**src/rtl/eab_regs.svh**
```systemverilog
// constants for the 8-bit alu and branch unit
`ifndef EAB_REGS_SVH
`define EAB_REGS_SVH

// register port offsets
`define EAB_ADDR_STATUS    4'h0
`define EAB_ADDR_RESULT    4'h1
`define EAB_ADDR_PC_LOW    4'h2
`define EAB_ADDR_PC_HIGH   4'h3

// status register bit positions
`define EAB_FLAG_C         0
`define EAB_FLAG_Z         1
`define EAB_FLAG_N         2
`define EAB_FLAG_V         3
`define EAB_FLAG_S         4
`define EAB_FLAG_H         5
`define EAB_FLAG_T         6
`define EAB_FLAG_I         7

// reset values and byte constants
`define EAB_STATUS_RESET   8'h00
`define EAB_BYTE_ZERO      8'h00
`define EAB_BYTE_ALL       8'hff

// cycle counts per operation
`define EAB_CYC_ONE        3'h1
`define EAB_CYC_TWO        3'h2
`define EAB_CYC_THREE      3'h3
`define EAB_CYC_FOUR       3'h4

// program counter steps
`define EAB_PC_STEP        16'h0001
`define EAB_PC_SKIP_SHORT  16'h0002
`define EAB_PC_SKIP_LONG   16'h0003

`endif

```
**src/rtl/eab_pkg.sv**
```systemverilog
// types shared by the 8-bit alu and branch unit
`default_nettype none
package eab_pkg;

  // operations issued by the instruction decoder
  typedef enum logic [4:0] {
    EAB_OP_ADD,
    EAB_OP_ADD_CARRY,
    EAB_OP_ADD_IMMEDIATE_WORD,
    EAB_OP_SUB,
    EAB_OP_SUBTRACT_CONSTANT,
    EAB_OP_SUBTRACT_WITH_CARRY,
    EAB_OP_SUBTRACT_CONSTANT_WITH_CARRY,
    EAB_OP_SUBTRACT_IMMEDIATE_WORD,
    EAB_OP_CONJUNCTION_WITH_CONSTANT,
    EAB_OP_DISJUNCTION_WITH_CONSTANT,
    EAB_OP_SET_BITS_BY_MASK,
    EAB_OP_CLEAR_BITS_BY_MASK,
    EAB_OP_ZERO_SIGN_TEST,
    EAB_OP_COMPARE_WITH_CONSTANT,
    EAB_OP_INDIRECT_JUMP,
    EAB_OP_INDIRECT_SUBROUTINE_CALL,
    EAB_OP_COMPARE_SKIP_EQUAL,
    EAB_OP_SKIP_REGISTER_BIT_CLEAR,
    EAB_OP_SKIP_REGISTER_BIT_SET,
    EAB_OP_SKIP_IO_BIT_CLEAR,
    EAB_OP_SKIP_IO_BIT_SET,
    EAB_OP_BRANCH_STATUS_SET,
    EAB_OP_BRANCH_STATUS_CLEAR,
    EAB_OP_SUBROUTINE_EXIT,
    EAB_OP_INTERRUPT_EXIT
  } eab_op_e;

  // sequencer states
  typedef enum logic {
    EAB_IDLE,
    EAB_RUN
  } eab_state_e;

  // byte adder or subtractor outcome
  typedef struct packed {
    logic [7:0] res;
    logic       c;
    logic       h;
    logic       v;
  } eab_alu_s;

endpackage
`default_nettype wire

```
**src/rtl/eab_unit.sv**
```systemverilog
// 8-bit alu and branch unit of the core execution datapath
//
// Contract
// - add with carry writes dst+src+C, sets Z,C,N,V,H, one cycle.
// - word add of constant to register pair, sets Z,C,N,V,S, two cycles.
// - subtract constant writes dst-K, sets Z,C,N,V,H, one cycle.
// - register subtract with carry writes dst-src-C, Z,C,N,V,H, one cycle.
// - constant subtract with carry writes dst-K-C, Z,C,N,V,H, one cycle.
// - word subtract of constant from register pair, Z,C,N,V,S, two cycles.
// - and with constant stores result, one cycle, only Z,N,V change.
// - or with constant stores result, one cycle, only Z,N,V change.
// - set bits ors mask into destination, one cycle, only Z,N,V change.
// - clear bits ands with 0xff minus mask, one cycle, only Z,N,V.
// - test ands register with itself, value kept, Z,N,V in one cycle.
// - indirect jump loads pc from Z pointer, no flags, two cycles.
// - indirect call loads pc from Z pointer, no flags, three cycles.
// - compare skip equal skips next when equal, no flags, 1/2/3 cycles.
// - compare with constant computes dst-K unstored, Z,N,V,C,H, one cycle.
// - skip if register bit clear, no flags, 1/2/3 cycles.
// - skip if register bit set, no flags, 1/2/3 cycles.
// - skip if io bit clear, no flags, 1/2/3 cycles.
// - skip if io bit set, no flags, 1/2/3 cycles.
// - branch if status bit set adds offset+1, 1 or 2 cycles.
// - branch if status bit clear adds offset+1, 1 or 2 cycles.
//
// Strobed register access and the placing of the registers are this design's own decisions.
`default_nettype none
`include "eab_regs.svh"

module eab_unit (
  input  wire logic            CLOCK,
  input  wire logic            NRST,
  input  wire logic            START,
  input  wire eab_pkg::eab_op_e OP,
  input  wire logic [7:0]      DST_VAL,
  input  wire logic [7:0]      DST_HI_VAL,
  input  wire logic [7:0]      SRC_VAL,
  input  wire logic [7:0]      IMM,
  input  wire logic [2:0]      BIT_SEL,
  input  wire logic [7:0]      IO_VAL,
  input  wire logic            NEXT_IS_LONG,
  input  wire logic [6:0]      BR_OFFSET,
  input  wire logic [15:0]     PC_IN,
  input  wire logic [15:0]     Z_PTR,
  input  wire logic [15:0]     STACK_PC,
  input  wire logic [3:0]      ADDR,
  input  wire logic [7:0]      WDATA,
  input  wire logic            WR,
  input  wire logic            RD,
  output var  logic [7:0]      RDATA,
  output logic                 BUSY,
  output logic                 DONE,
  output var  logic [7:0]      RESULT,
  output var  logic [7:0]      RESULT_HI,
  output logic                 RESULT_WE,
  output logic                 RESULT_WORD_WE,
  output var  logic [15:0]     PC_OUT,
  output logic                 PC_LOAD,
  output logic                 PUSH_PC,
  output var  logic [15:0]     RET_ADDR,
  output logic [7:0]           SREG_OUT
);
  import eab_pkg::*;

  // byte add with carry in, flags per bit 3 and bit 7
  function automatic eab_alu_s add8(input logic [7:0] a, input logic [7:0] b,
                                    input logic ci);
    eab_alu_s o;
    o.res = 8'(a + b + {7'h00, ci});
    o.h   = (a[3] & b[3]) | (b[3] & ~o.res[3]) | (~o.res[3] & a[3]);
    o.c   = (a[7] & b[7]) | (b[7] & ~o.res[7]) | (~o.res[7] & a[7]);
    o.v   = (a[7] & b[7] & ~o.res[7]) | (~a[7] & ~b[7] & o.res[7]);
    return o;
  endfunction

  // byte subtract with borrow in
  function automatic eab_alu_s sub8(input logic [7:0] a, input logic [7:0] b,
                                    input logic ci);
    eab_alu_s o;
    o.res = 8'(a - b - {7'h00, ci});
    o.h   = (~a[3] & b[3]) | (b[3] & o.res[3]) | (o.res[3] & ~a[3]);
    o.c   = (~a[7] & b[7]) | (b[7] & o.res[7]) | (o.res[7] & ~a[7]);
    o.v   = (a[7] & ~b[7] & ~o.res[7]) | (~a[7] & b[7] & o.res[7]);
    return o;
  endfunction

  // merge arithmetic flags; zkeep chains zero across the subtract-with-carry forms
  function automatic logic [7:0] arith_flags(input logic [7:0] f, input eab_alu_s r,
                                             input logic zkeep);
    logic [7:0] o;
    o = f;
    o[`EAB_FLAG_Z] = (r.res == `EAB_BYTE_ZERO) & (~zkeep | f[`EAB_FLAG_Z]);
    o[`EAB_FLAG_C] = r.c;
    o[`EAB_FLAG_N] = r.res[7];
    o[`EAB_FLAG_V] = r.v;
    o[`EAB_FLAG_H] = r.h;
    return o;
  endfunction

  // logic result flags, only Z, N and V move
  function automatic logic [7:0] logic_flags(input logic [7:0] f, input logic [7:0] r);
    logic [7:0] o;
    o = f;
    o[`EAB_FLAG_Z] = (r == `EAB_BYTE_ZERO);
    o[`EAB_FLAG_N] = r[7];
    o[`EAB_FLAG_V] = 1'b0;
    return o;
  endfunction

  eab_state_e  state;
  logic [2:0]  cnt;
  logic [7:0]  sreg;
  logic        we_q;
  logic        wwe_q;
  logic        pcld_q;
  logic        push_q;
  logic [7:0]  sreg_q;
  logic [7:0]  next_res;
  logic [7:0]  next_hi;
  logic        next_we;
  logic        next_wwe;
  logic [15:0] next_pc;
  logic        next_pcld;
  logic        next_push;
  logic [7:0]  next_sreg;
  logic [2:0]  next_cyc;
  logic        accept;
  logic        carry;
  eab_alu_s    add_r;
  eab_alu_s    sub_r;
  logic [7:0]  sub_opnd;
  logic [15:0] word;
  logic [15:0] word_sum;
  logic [15:0] word_dif;
  logic [15:0] skip_pc;
  logic [2:0]  skip_cyc;
  logic [15:0] br_pc;

  // operand shaping shared by the arithmetic paths
  assign accept   = START && (state == EAB_IDLE);
  assign carry    = sreg[`EAB_FLAG_C];
  assign add_r    = add8(DST_VAL, SRC_VAL, (OP == EAB_OP_ADD_CARRY) & carry);
  assign sub_opnd = (OP == EAB_OP_SUB || OP == EAB_OP_SUBTRACT_WITH_CARRY) ? SRC_VAL : IMM;
  assign sub_r    = sub8(DST_VAL, sub_opnd, carry & (OP == EAB_OP_SUBTRACT_WITH_CARRY ||
                                           OP == EAB_OP_SUBTRACT_CONSTANT_WITH_CARRY));
  assign word     = {DST_HI_VAL, DST_VAL};
  assign word_sum = word + {8'h00, IMM};
  assign word_dif = word - {8'h00, IMM};
  assign skip_pc  = PC_IN + (NEXT_IS_LONG ? `EAB_PC_SKIP_LONG : `EAB_PC_SKIP_SHORT);
  assign skip_cyc = NEXT_IS_LONG ? `EAB_CYC_THREE : `EAB_CYC_TWO;
  assign br_pc    = PC_IN + {{9{BR_OFFSET[6]}}, BR_OFFSET} + `EAB_PC_STEP;

  // per-operation result, flags, pc and cycle count
  always_comb begin
    next_res  = DST_VAL;
    next_hi   = DST_HI_VAL;
    next_we   = 1'b0;
    next_wwe  = 1'b0;
    next_pc   = PC_IN + `EAB_PC_STEP;
    next_pcld = 1'b0;
    next_push = 1'b0;
    next_sreg = sreg;
    next_cyc  = `EAB_CYC_ONE;
    case (OP)
      EAB_OP_ADD, EAB_OP_ADD_CARRY: begin
        next_res  = add_r.res;
        next_we   = 1'b1;
        next_sreg = arith_flags(sreg, add_r, 1'b0);
      end
      EAB_OP_SUB, EAB_OP_SUBTRACT_CONSTANT: begin
        next_res  = sub_r.res;
        next_we   = 1'b1;
        next_sreg = arith_flags(sreg, sub_r, 1'b0);
      end
      EAB_OP_SUBTRACT_WITH_CARRY, EAB_OP_SUBTRACT_CONSTANT_WITH_CARRY: begin
        next_res  = sub_r.res;
        next_we   = 1'b1;
        next_sreg = arith_flags(sreg, sub_r, 1'b1);
      end
      EAB_OP_COMPARE_WITH_CONSTANT: begin
        next_sreg = arith_flags(sreg, sub_r, 1'b0);
      end
      EAB_OP_ADD_IMMEDIATE_WORD: begin
        {next_hi, next_res}       = word_sum;
        next_wwe                  = 1'b1;
        next_cyc                  = `EAB_CYC_TWO;
        next_sreg[`EAB_FLAG_Z]    = (word_sum == 16'h0000);
        next_sreg[`EAB_FLAG_C]    = ~word_sum[15] & word[15];
        next_sreg[`EAB_FLAG_N]    = word_sum[15];
        next_sreg[`EAB_FLAG_V]    = ~word[15] & word_sum[15];
        next_sreg[`EAB_FLAG_S]    = word_sum[15] ^ (~word[15] & word_sum[15]);
      end
      EAB_OP_SUBTRACT_IMMEDIATE_WORD: begin
        {next_hi, next_res}       = word_dif;
        next_wwe                  = 1'b1;
        next_cyc                  = `EAB_CYC_TWO;
        next_sreg[`EAB_FLAG_Z]    = (word_dif == 16'h0000);
        next_sreg[`EAB_FLAG_C]    = word_dif[15] & ~word[15];
        next_sreg[`EAB_FLAG_N]    = word_dif[15];
        next_sreg[`EAB_FLAG_V]    = word[15] & ~word_dif[15];
        next_sreg[`EAB_FLAG_S]    = word_dif[15] ^ (word[15] & ~word_dif[15]);
      end
      EAB_OP_CONJUNCTION_WITH_CONSTANT: begin
        next_res  = DST_VAL & IMM;
        next_we   = 1'b1;
        next_sreg = logic_flags(sreg, DST_VAL & IMM);
      end
      EAB_OP_DISJUNCTION_WITH_CONSTANT, EAB_OP_SET_BITS_BY_MASK: begin
        next_res  = DST_VAL | IMM;
        next_we   = 1'b1;
        next_sreg = logic_flags(sreg, DST_VAL | IMM);
      end
      EAB_OP_CLEAR_BITS_BY_MASK: begin
        next_res  = DST_VAL & (`EAB_BYTE_ALL - IMM);
        next_we   = 1'b1;
        next_sreg = logic_flags(sreg, DST_VAL & (`EAB_BYTE_ALL - IMM));
      end
      EAB_OP_ZERO_SIGN_TEST: begin
        next_res  = DST_VAL & DST_VAL;
        next_we   = 1'b1;
        next_sreg = logic_flags(sreg, DST_VAL);
      end
      EAB_OP_INDIRECT_JUMP: begin
        next_pc   = Z_PTR;
        next_pcld = 1'b1;
        next_cyc  = `EAB_CYC_TWO;
      end
      EAB_OP_INDIRECT_SUBROUTINE_CALL: begin
        next_pc   = Z_PTR;
        next_pcld = 1'b1;
        next_push = 1'b1;
        next_cyc  = `EAB_CYC_THREE;
      end
      EAB_OP_COMPARE_SKIP_EQUAL, EAB_OP_SKIP_REGISTER_BIT_CLEAR, EAB_OP_SKIP_REGISTER_BIT_SET,
      EAB_OP_SKIP_IO_BIT_CLEAR, EAB_OP_SKIP_IO_BIT_SET: begin
        // skip condition per kind, no flag change
        if ((OP == EAB_OP_COMPARE_SKIP_EQUAL && DST_VAL == SRC_VAL) ||
            (OP == EAB_OP_SKIP_REGISTER_BIT_CLEAR && !DST_VAL[BIT_SEL]) ||
            (OP == EAB_OP_SKIP_REGISTER_BIT_SET && DST_VAL[BIT_SEL]) ||
            (OP == EAB_OP_SKIP_IO_BIT_CLEAR && !IO_VAL[BIT_SEL]) ||
            (OP == EAB_OP_SKIP_IO_BIT_SET && IO_VAL[BIT_SEL])) begin
          next_pc   = skip_pc;
          next_pcld = 1'b1;
          next_cyc  = skip_cyc;
        end
      end
      EAB_OP_BRANCH_STATUS_SET, EAB_OP_BRANCH_STATUS_CLEAR: begin
        // taken when chosen status bit matches the kind
        if (sreg[BIT_SEL] == (OP == EAB_OP_BRANCH_STATUS_SET)) begin
          next_pc   = br_pc;
          next_pcld = 1'b1;
          next_cyc  = `EAB_CYC_TWO;
        end
      end
      EAB_OP_SUBROUTINE_EXIT, EAB_OP_INTERRUPT_EXIT: begin
        next_pc   = STACK_PC;
        next_pcld = 1'b1;
        next_cyc  = `EAB_CYC_FOUR;
        if (OP == EAB_OP_INTERRUPT_EXIT) begin
          next_sreg[`EAB_FLAG_I] = 1'b1;
        end
      end
      default: begin
        next_cyc = `EAB_CYC_ONE;
      end
    endcase
  end

  // sequencer: counts the operation's cycles down to its done cycle
  always_ff @(posedge CLOCK or negedge NRST) begin
    if (!NRST) begin
      state <= EAB_IDLE;
      cnt   <= 3'h0;
    end else begin
      case (state)
        EAB_IDLE: begin
          if (START) begin
            state <= EAB_RUN;
            cnt   <= next_cyc;
          end
        end
        EAB_RUN: begin
          cnt <= cnt - 3'h1;
          if (cnt == `EAB_CYC_ONE) begin
            state <= EAB_IDLE;
          end
        end
        default: begin
          state <= EAB_IDLE;
        end
      endcase
    end
  end

  // operation results captured when the request is taken
  always_ff @(posedge CLOCK or negedge NRST) begin
    if (!NRST) begin
      RESULT    <= `EAB_BYTE_ZERO;
      RESULT_HI <= `EAB_BYTE_ZERO;
      PC_OUT    <= 16'h0000;
      RET_ADDR  <= 16'h0000;
      we_q      <= 1'b0;
      wwe_q     <= 1'b0;
      pcld_q    <= 1'b0;
      push_q    <= 1'b0;
      sreg_q    <= `EAB_STATUS_RESET;
    end else if (accept) begin
      RESULT    <= next_res;
      RESULT_HI <= next_hi;
      PC_OUT    <= next_pc;
      RET_ADDR  <= PC_IN + `EAB_PC_STEP;
      we_q      <= next_we;
      wwe_q     <= next_wwe;
      pcld_q    <= next_pcld;
      push_q    <= next_push;
      sreg_q    <= next_sreg;
    end
  end

  // busy flag, done strobes and status output
  assign BUSY           = (state == EAB_RUN);
  assign DONE           = BUSY && (cnt == `EAB_CYC_ONE);
  assign RESULT_WE      = DONE & we_q;
  assign RESULT_WORD_WE = DONE & wwe_q;
  assign PC_LOAD        = DONE & pcld_q;
  assign PUSH_PC        = DONE & push_q;
  assign SREG_OUT       = sreg;

  // status register: hardware commit wins over a software write
  always_ff @(posedge CLOCK or negedge NRST) begin
    if (!NRST) begin
      sreg <= `EAB_STATUS_RESET;
    end else if (DONE) begin
      sreg <= sreg_q;
    end else if (WR && ADDR == `EAB_ADDR_STATUS) begin
      sreg <= WDATA;
    end
  end

  // read port, data only in the cycle after the strobe
  always_ff @(posedge CLOCK or negedge NRST) begin
    if (!NRST) begin
      RDATA <= `EAB_BYTE_ZERO;
    end else if (RD) begin
      case (ADDR)
        `EAB_ADDR_STATUS:  RDATA <= sreg;
        `EAB_ADDR_RESULT:  RDATA <= RESULT;
        `EAB_ADDR_PC_LOW:  RDATA <= PC_OUT[7:0];
        `EAB_ADDR_PC_HIGH: RDATA <= PC_OUT[15:8];
        default:           RDATA <= `EAB_BYTE_ZERO;
      endcase
    end else begin
      RDATA <= `EAB_BYTE_ZERO;
    end
  end

  // checks
  property p_adc_one;
    @(posedge CLOCK) disable iff (!NRST)
    (accept && OP == EAB_OP_ADD_CARRY) |=>
      (DONE && RESULT_WE && RESULT == 8'($past(DST_VAL) + $past(SRC_VAL) +
                                          {7'h00, $past(sreg[`EAB_FLAG_C])}));
  endproperty
  a_adc_one: assert property (p_adc_one) else $error("add with carry wrong");

  property p_word_add;
    @(posedge CLOCK) disable iff (!NRST)
    (accept && OP == EAB_OP_ADD_IMMEDIATE_WORD) |=> !DONE ##1
      (RESULT_WORD_WE && {RESULT_HI, RESULT} == $past(word, 2) + {8'h00, $past(IMM, 2)});
  endproperty
  a_word_add: assert property (p_word_add) else $error("word add wrong");

  property p_subtract_constant_carry;
    @(posedge CLOCK) disable iff (!NRST)
    (accept && OP == EAB_OP_SUBTRACT_CONSTANT) |=> DONE ##1
      (sreg[`EAB_FLAG_C] == ($past(DST_VAL, 2) < $past(IMM, 2)));
  endproperty
  a_subtract_constant_carry: assert property (p_subtract_constant_carry) else $error("subtract carry wrong");

  property p_word_sub;
    @(posedge CLOCK) disable iff (!NRST)
    (accept && OP == EAB_OP_SUBTRACT_IMMEDIATE_WORD) |=> !DONE ##1
      (DONE && {RESULT_HI, RESULT} == $past(word, 2) - {8'h00, $past(IMM, 2)});
  endproperty
  a_word_sub: assert property (p_word_sub) else $error("word subtract wrong");

  property p_logic_keep_c;
    @(posedge CLOCK) disable iff (!NRST)
    (accept && !WR && OP == EAB_OP_CONJUNCTION_WITH_CONSTANT) ##1 !WR |=>
      (sreg[`EAB_FLAG_C] == $past(sreg[`EAB_FLAG_C], 2) && RESULT == ($past(DST_VAL, 2) &
       $past(IMM, 2)));
  endproperty
  a_logic_keep_c: assert property (p_logic_keep_c) else $error("and flags wrong");

  property p_indirect_jump;
    @(posedge CLOCK) disable iff (!NRST)
    (accept && OP == EAB_OP_INDIRECT_JUMP) |=> !DONE ##1
      (DONE && PC_LOAD && PC_OUT == $past(Z_PTR, 2));
  endproperty
  a_indirect_jump: assert property (p_indirect_jump) else $error("indirect jump wrong");

  property p_indirect_subroutine_call;
    @(posedge CLOCK) disable iff (!NRST)
    (accept && OP == EAB_OP_INDIRECT_SUBROUTINE_CALL) |=> (!DONE) [*2] ##1 (DONE && PUSH_PC);
  endproperty
  a_indirect_subroutine_call: assert property (p_indirect_subroutine_call) else $error("indirect call wrong");

  property p_cpi;
    @(posedge CLOCK) disable iff (!NRST)
    (accept && OP == EAB_OP_COMPARE_WITH_CONSTANT) |=> (DONE && !RESULT_WE && !PC_LOAD);
  endproperty
  a_cpi: assert property (p_cpi) else $error("compare stored a result");

  property p_skip_clear;
    @(posedge CLOCK) disable iff (!NRST)
    (accept && OP == EAB_OP_SKIP_REGISTER_BIT_CLEAR && !DST_VAL[BIT_SEL] && !NEXT_IS_LONG)
      |=> !DONE ##1 (DONE && PC_LOAD && PC_OUT == $past(PC_IN, 2) + `EAB_PC_SKIP_SHORT);
  endproperty
  a_skip_clear: assert property (p_skip_clear) else $error("bit skip wrong");

  property p_branch;
    @(posedge CLOCK) disable iff (!NRST)
    (accept && OP == EAB_OP_BRANCH_STATUS_SET && !sreg[BIT_SEL]) |=> (DONE && !PC_LOAD);
  endproperty
  a_branch: assert property (p_branch) else $error("untaken branch wrong");

  property p_interrupt_exit;
    @(posedge CLOCK) disable iff (!NRST)
    (accept && OP == EAB_OP_INTERRUPT_EXIT) |=> (!DONE) [*3] ##1 (DONE && PC_LOAD) ##1
      sreg[`EAB_FLAG_I];
  endproperty
  a_interrupt_exit: assert property (p_interrupt_exit) else $error("interrupt exit wrong");

endmodule
`default_nettype wire

```
**config.mk**
```make
export PLATFORM = sky130hd
export DESIGN_NAME = eab_unit
export DESIGN_NICKNAME = d
export VERILOG_FILES = /design/src/rtl/eab_pkg.sv /design/src/rtl/eab_unit.sv
export VERILOG_INCLUDE_DIRS = /design/src /design/src/rtl
export SDC_FILE = /design/constraint.sdc
export NUM_CORES = 1
export LEC_CHECK = 0
export BUFFER_PORTS_ARGS = -buffer_cell sky130_fd_sc_hd__buf_2
export CAP_MARGIN = 30
export CORE_MARGIN = 5
export CORE_UTILIZATION = 47
export CTS_CLUSTER_DIAMETER = 40
export DETAILED_ROUTE_END_ITERATION = 10
export GPL_TIMING_DRIVEN = 0
export PLACE_DENSITY = 0.69
export SETUP_SLACK_MARGIN = 0.4
export SYNTH_ARGS = -nofsm -noshare
export SYNTH_HDL_FRONTEND = slang
export SYNTH_SLANG_ARGS = --single-unit
```
**constraint.sdc**
```tcl
create_clock -name CLOCK -period 4.7 [get_ports CLOCK]
set_input_delay 0.47 -clock CLOCK [delete_from_list [all_inputs] [get_ports CLOCK]]
set_output_delay 0.47 -clock CLOCK [all_outputs]
set_load 0.03 [all_outputs]
```
### After elaboration in Yosys (flattened, before gate mapping)

Index checks and enable logic that the tools add are counted.
W data, S select, Z words.

* bits in registers: 80
* output and inout bits: 70
* word-level logic and storage cells: 190

* add/sub/neg operators: 12
* reduce and logical (&&, ||, !) cells: 41
* muxes and demuxes: 36
* bitwise logic cells: 56
* equality and inequality tests: 31
* $lt $le $gt $ge: 1

Operators with widths (number)
* $pmux W16 S4: 1
* $pmux W8 S8: 1
* $logic_not A8 Y1: 6
* $eq A5 B5 Y1 const B: 9
* $pmux W5 S9: 1
* $eq A5 B4 Y1 const B: 8
* $add A16 B1 Y16 const B: 2
* $logic_not A16 Y1: 2
* $mux W16: 2
* $mux W8: 4
* $pmux W8 S4: 1
* $and A1 B1 Y1: 29
* $and A8 B8 Y8: 3
* $eq A5 B3 Y1 const B: 4
* $add A16 B16 Y16: 1
* $add A16 B2 Y16: 1
* $add A16 B8 Y16: 1
* $pmux W8 S2: 1
* $sub A16 B8 Y16: 1
* $pmux W3 S5: 1
* $mux W1: 14
* $reduce_or A2 Y1: 7
* $not A1 Y1: 11
* $reduce_or A11 Y1: 1
* other kinds (33): 65

### Depth between registers and ports, before layout

* depth in word-level cells: 12
* depth in mapped cells: 20
* gate-level depth less buffers: 17

### Least setup slack after synthesis

Ideal clock, no wire load.

* path kind: input -> register
* from: in OP[4]
* to: reg sreg_q[1]
* library setup time: 110 ps
* arrival: 4067 ps
* setup slack: 523 ps
* stages on the path: 20
* data required time: 4590 ps
* path through: buf_6 clkbuf_1 clkbuf_1 nand2b_1 nor4_1 fa_1 a21o_1 a21oi_1 o211ai_1 and2_1 o21ai_0 nand2b_1 fa_1 nor2_1 nand3_1 or4_1 o31ai_1 a41oi_1 a21o_1 o41ai_1

* word-level cells in the longest chain between the ends: 8
* elaborated cells on any way between the ends: 30

RTL lines
* from (decl): RTL line eab_unit.sv:34 `input wire eab_pkg::eab_op_e OP,`
* $eq A5 B2 Y1 / $eq A5 B3 Y1 (equally long branches): RTL line eab_unit.sv:143, eab_unit.sv:164, eab_unit.sv:144
* $logic_or A1 B1 Y1: RTL line eab_unit.sv:143 `assign sub_opnd = (OP == EAB_OP_SUB || OP == EAB_OP_SUBTRACT_WITH_CARRY) ? SRC_VAL : IMM;`
* $mux W8: RTL line eab_unit.sv:143
* $sub A8 B8 Y8: RTL line eab_unit.sv:80 `o.res = 8'(a - b - {7'h00, ci});`
* $sub A8 B1 Y8: RTL line eab_unit.sv:80
* $logic_not A8 Y1 (no line)
* $and A1 B1 Y1: RTL line eab_unit.sv:92 `` o[`EAB_FLAG_Z] = (r.res == `EAB_BYTE_ZERO) & (~zkeep | f[`EAB_FLAG_Z]); ``
* $pmux W5 S9 (*): RTL line eab_unit.sv:164 `case (OP)`
* to (signal assigned): RTL line eab_unit.sv:306 `` sreg_q <= `EAB_STATUS_RESET; ``
* to (signal assigned): RTL line eab_unit.sv:316 `sreg_q <= next_sreg;`
* to (decl): RTL line eab_unit.sv:117 `logic [7:0] sreg_q;`

Mark *: on every way between the ends. The rest lies on a longest branch, timed or not.
A chain may end at the register's enable or synchronous reset.

### Worst setup path after layout

Same ends and word-level chain as after synthesis.

==> results_dict.tcl <==
set metrics [dict create \
    worstRegToRegCells 17 \
    rsz0062_at_grt "false" \
    rows 49 \
    synth_fp_nets 1278 \
    diodes 0 \
    end_kind "flip-flop" \
    postCtsHoldBufs 0 \
    worst-setup-path-type "in -> reg" \
    hold_class "in -> async" \
    synthAdderAreaFrac_pct 13.2 \
    setup_slack_ns 0.629 \
    antenna_found_initial 0 \
    grt_first_pass_wirelength_um 51000 \
    firstDrtPassIters 5 \
    place_ws_ns -0.561 \
    yosysSeqAreaShare_pct 23.2 \
    initial_utilization_pct 47.9 \
    min_period_over_period_pct 86.6 \
    nNetsFinal 1478 \
    max_cap_violations 0 \
    required_ns 4.93 \
    layout-drive-gt1-share_pct 21.0 \
    p_total_mw 4.16 \
    dpl.hpwl_um 26800 \
    critPathLaunchType "input port" \
    leakagePower_nw 4.73 \
    slew_violations 0 \
    timing.rr.end "sreg_q[1]$_DFFE_PN0P_" \
    synth_simple_gate_area_share_pct 20.1 \
    grt_max_degree 65 \
    overflow 0 \
    synth.avg_cell_area_um2 8.05 \
    crit_path_start "OP[4]" \
    vias 9395 \
    coreArea_mm2 0.0180 \
    p_int_mw 2.13 \
    r2r-start "SREG_OUT[0]$_DFFE_PN0P_" \
    clk_path_buf_depth 2 \
    ys_async_sr_fraction_pct 100 \
    skew_ns 0.00956 \
    finalSetupViolCount 0 \
    p_sw_mw 2.03 \
    post_synth_xor_area_fraction_pct 7.18 \
    ys_warn_count 0 \
    path_clk_slew_ns 0.06 \
    pwr-share-clk_pct 17.8 \
    vias_per_cell 6.23 \
    cts_tree "yes" \
    synth_cells 1073 \
    arrival_ns 4.30 \
    die_y_um 146 \
    synth-main-ff-cell "dfrtp_1" \
    status "finished, final reports clean" \
    peakVddDrop_mv 0.394 \
    insertion_delay_ns 0.34 \
    grt_usage_pct 29.9 \
    setup_tns_ns 0 \
    hold_viol_final 0 \
    worst_pin_slew_ns 0.913 \
    synth_edf_count 0 \
    ys_seq_elements 80 \
    crit_fanout 10 \
    cts_max_level 3 \
    boundaryPins 191 \
    wl_per_cell_um 22.0 \
    synth_compound_area_share_pct 25.7 \
    die_x_um 146 \
    routed_wl_um 33100 \
    cts_buffers 9 \
    io_buffers 184 \
    post-route-drc-count 0 \
    areaGrowthSynthToFinish_pct 19.2 \
    ant_nets 0 \
    relSlewSlack_pct 38.3 \
    critPathCapture "sreg_q[1]$_DFFE_PN0P_" \
    pwr-share-seq_pct 31.1 \
    die-area_mm2 0.0212 \
    powerDensity_mw_per_mm2 404 \
    cts_root_buffer "clkbuf_16" \
    drt_iter0_drc 919 \
    final_common_cell "buf_2" \
    cts_sinks 80 \
    finalCriticalPeriod_ns 4.07 \
    timing.fmax_mhz 246 \
    gp_congestion 0.990 \
    ff2ff_setup_slack_ns 0.84 \
    final_cell_mix "191 x buf_2, 107 x nand2_1, 96 x nor2_1, 80 x dfrtp_1, 75 x ha_1" \
    netlist_area_mm2 0.00864 \
    synth_top_family_by_area "compound AO/OA/AOI/OAI gates" \
    finish.utilization_pct 57.1 \
    synth.area.mux_share_pct 4.66 \
    yosysUniqueCellTypes 83 \
    grt_pass1_vias 8895 \
    p_comb_share_pct 51.1 \
    netSwitchingFraction_pct 48.9 \
    n_fill_cell 1739 \
]
[sequential cells by signal (all words and copies together) (netlist names)]
register and flops:
push_q 1, we_q 1, RESULT_HI 8, RET_ADDR 16
sreg_q 8, BUSY 1, RESULT 8, cnt 3
wwe_q 1, RDATA 8, pcld_q 1, PC_OUT 16
SREG_OUT 8
[worst max-delay path, cell delays in order]
cell and delay, ns:
buf_2 0.11, buf_6 0.14, buf_6 0.15, buf_8 0.14, nand2b_4 0.15, nor4_2 0.06
fa_2 0.34, a21o_1 0.17, a21oi_2 0.14, o211ai_1 0.12, and2_1 0.17, o21ai_1 0.12
nand2b_1 0.15, fa_2 0.54, nor2_2 0.14, nand3_1 0.07, or4_1 0.43, o31ai_2 0.28
a41oi_2 0.09, a21o_1 0.23, o41ai_1 0.05
[per-layer routing]
| layer | vias to the layer above | share of wire (%) | track usage [%] |
|---|---|---|---|
| li1 | 4348 | - | - |
| met1 | 4454 | 45 | 44.9 |
| met2 | 544 | 42 | 43.7 |
| met3 | 49 | 11 | 6.35 |
| met4 | 0 | 1.8 | 7.46 |
| met5 | - | 0 | 0 |
[how the worst min path moves through the flow]
stage                       startpoint                       end  slack [ns]  cells past startpoint
floorplan                         NRST            BUSY$_DFF_PN0_        0.17                      0
global placement    push_q$_DFFE_PN0P_        push_q$_DFFE_PN0P_        0.45                      2
detailed placement                NRST  RESULT_HI[2]$_DFFE_PN0P_        0.37                      1
CTS                               NRST   SREG_OUT[3]$_DFFE_PN0P_       0.008                      1
global route                      NRST  RESULT_HI[2]$_DFFE_PN0P_        0.02                      1
finish                            NRST  RESULT_HI[2]$_DFFE_PN0P_       0.005                      1
[area by class of cell]
type / count / area, µm² / share of cell area, %
clock buffers: 9 / 225 / 2.19
well taps: 229 / 287 / 2.78
flip-flops and latches: 80 / 2000 / 19.4
multi-input cells: 874 / 6180 / 60.0
inverters: 60 / 225 / 2.19
repair buffers: 189 / 976 / 9.48
plain buffers: 59 / 319 / 3.10
clock inverters: 7 / 83.8 / 0.814
[timing repair]
item                                   CTS  global route
setup endpoints to repair                4             3
cloned                                   0             0
resized for setup                       10            19
pin swaps                                0             5
buffers inserted                         0             2
endpoints found under the hold margin    0             0
[logic make-up after synthesis]
group / Yosys count
AOI/OAI and AO/OA: 327
xor gates and xnor gates: 70
adders and majority gates: 86
buffers and inverters: 119
DFF: 80
muxes: 30
and+or+nand+nor: 361
[power by group through the flow]
stage / Combinational, mW / Sequential (mW) / Clock [mW]
2_1_floorplan: 0.962 / 1.62 / 0
3_3_place_gp: 2.05 / 1.28 / 0
3_5_place_dp: 2.08 / 1.29 / 0
4_1_cts: 2.09 / 1.28 / 0.741
5_1_grt: 2.30 / 1.32 / 0.774
6_report: 2.12 / 1.29 / 0.741
[cells in the mapped netlist, types with 20 or more instances]
cell type  number  area share, %
nand2_1       107            4.6
nor2_1         97            4.2
dfrtp_1        80             23
ha_1           75             11
o21ai_0        62            3.6
a21oi_1        61            3.5
inv_1          60            2.6
xnor2_1        45            4.6
clkbuf_1       38            1.7
nor3_1         27            1.6
a22oi_1        25            2.2
xor2_1         24            2.4
a221oi_1       20            2.0
nand3_1        20            1.2
[metrics by stage]
| stage | std cells | hold slack (ns) | cell area, µm² |
|---|---|---|---|
| 2_1_floorplan | 1073 | 0.174 | 8640 |
| 3_5_place_dp | 1489 | 0.368 | 9890 |
| 3_3_place_gp | 1486 | 0.453 | 9850 |
| 5_1_grt | 1507 | 0.0165 | 10300 |
| 6_report | 1507 | 0.00482 | 10300 |
| 4_1_cts | 1505 | 0.00793 | 10200 |
(Power assumes the default switching activity.)
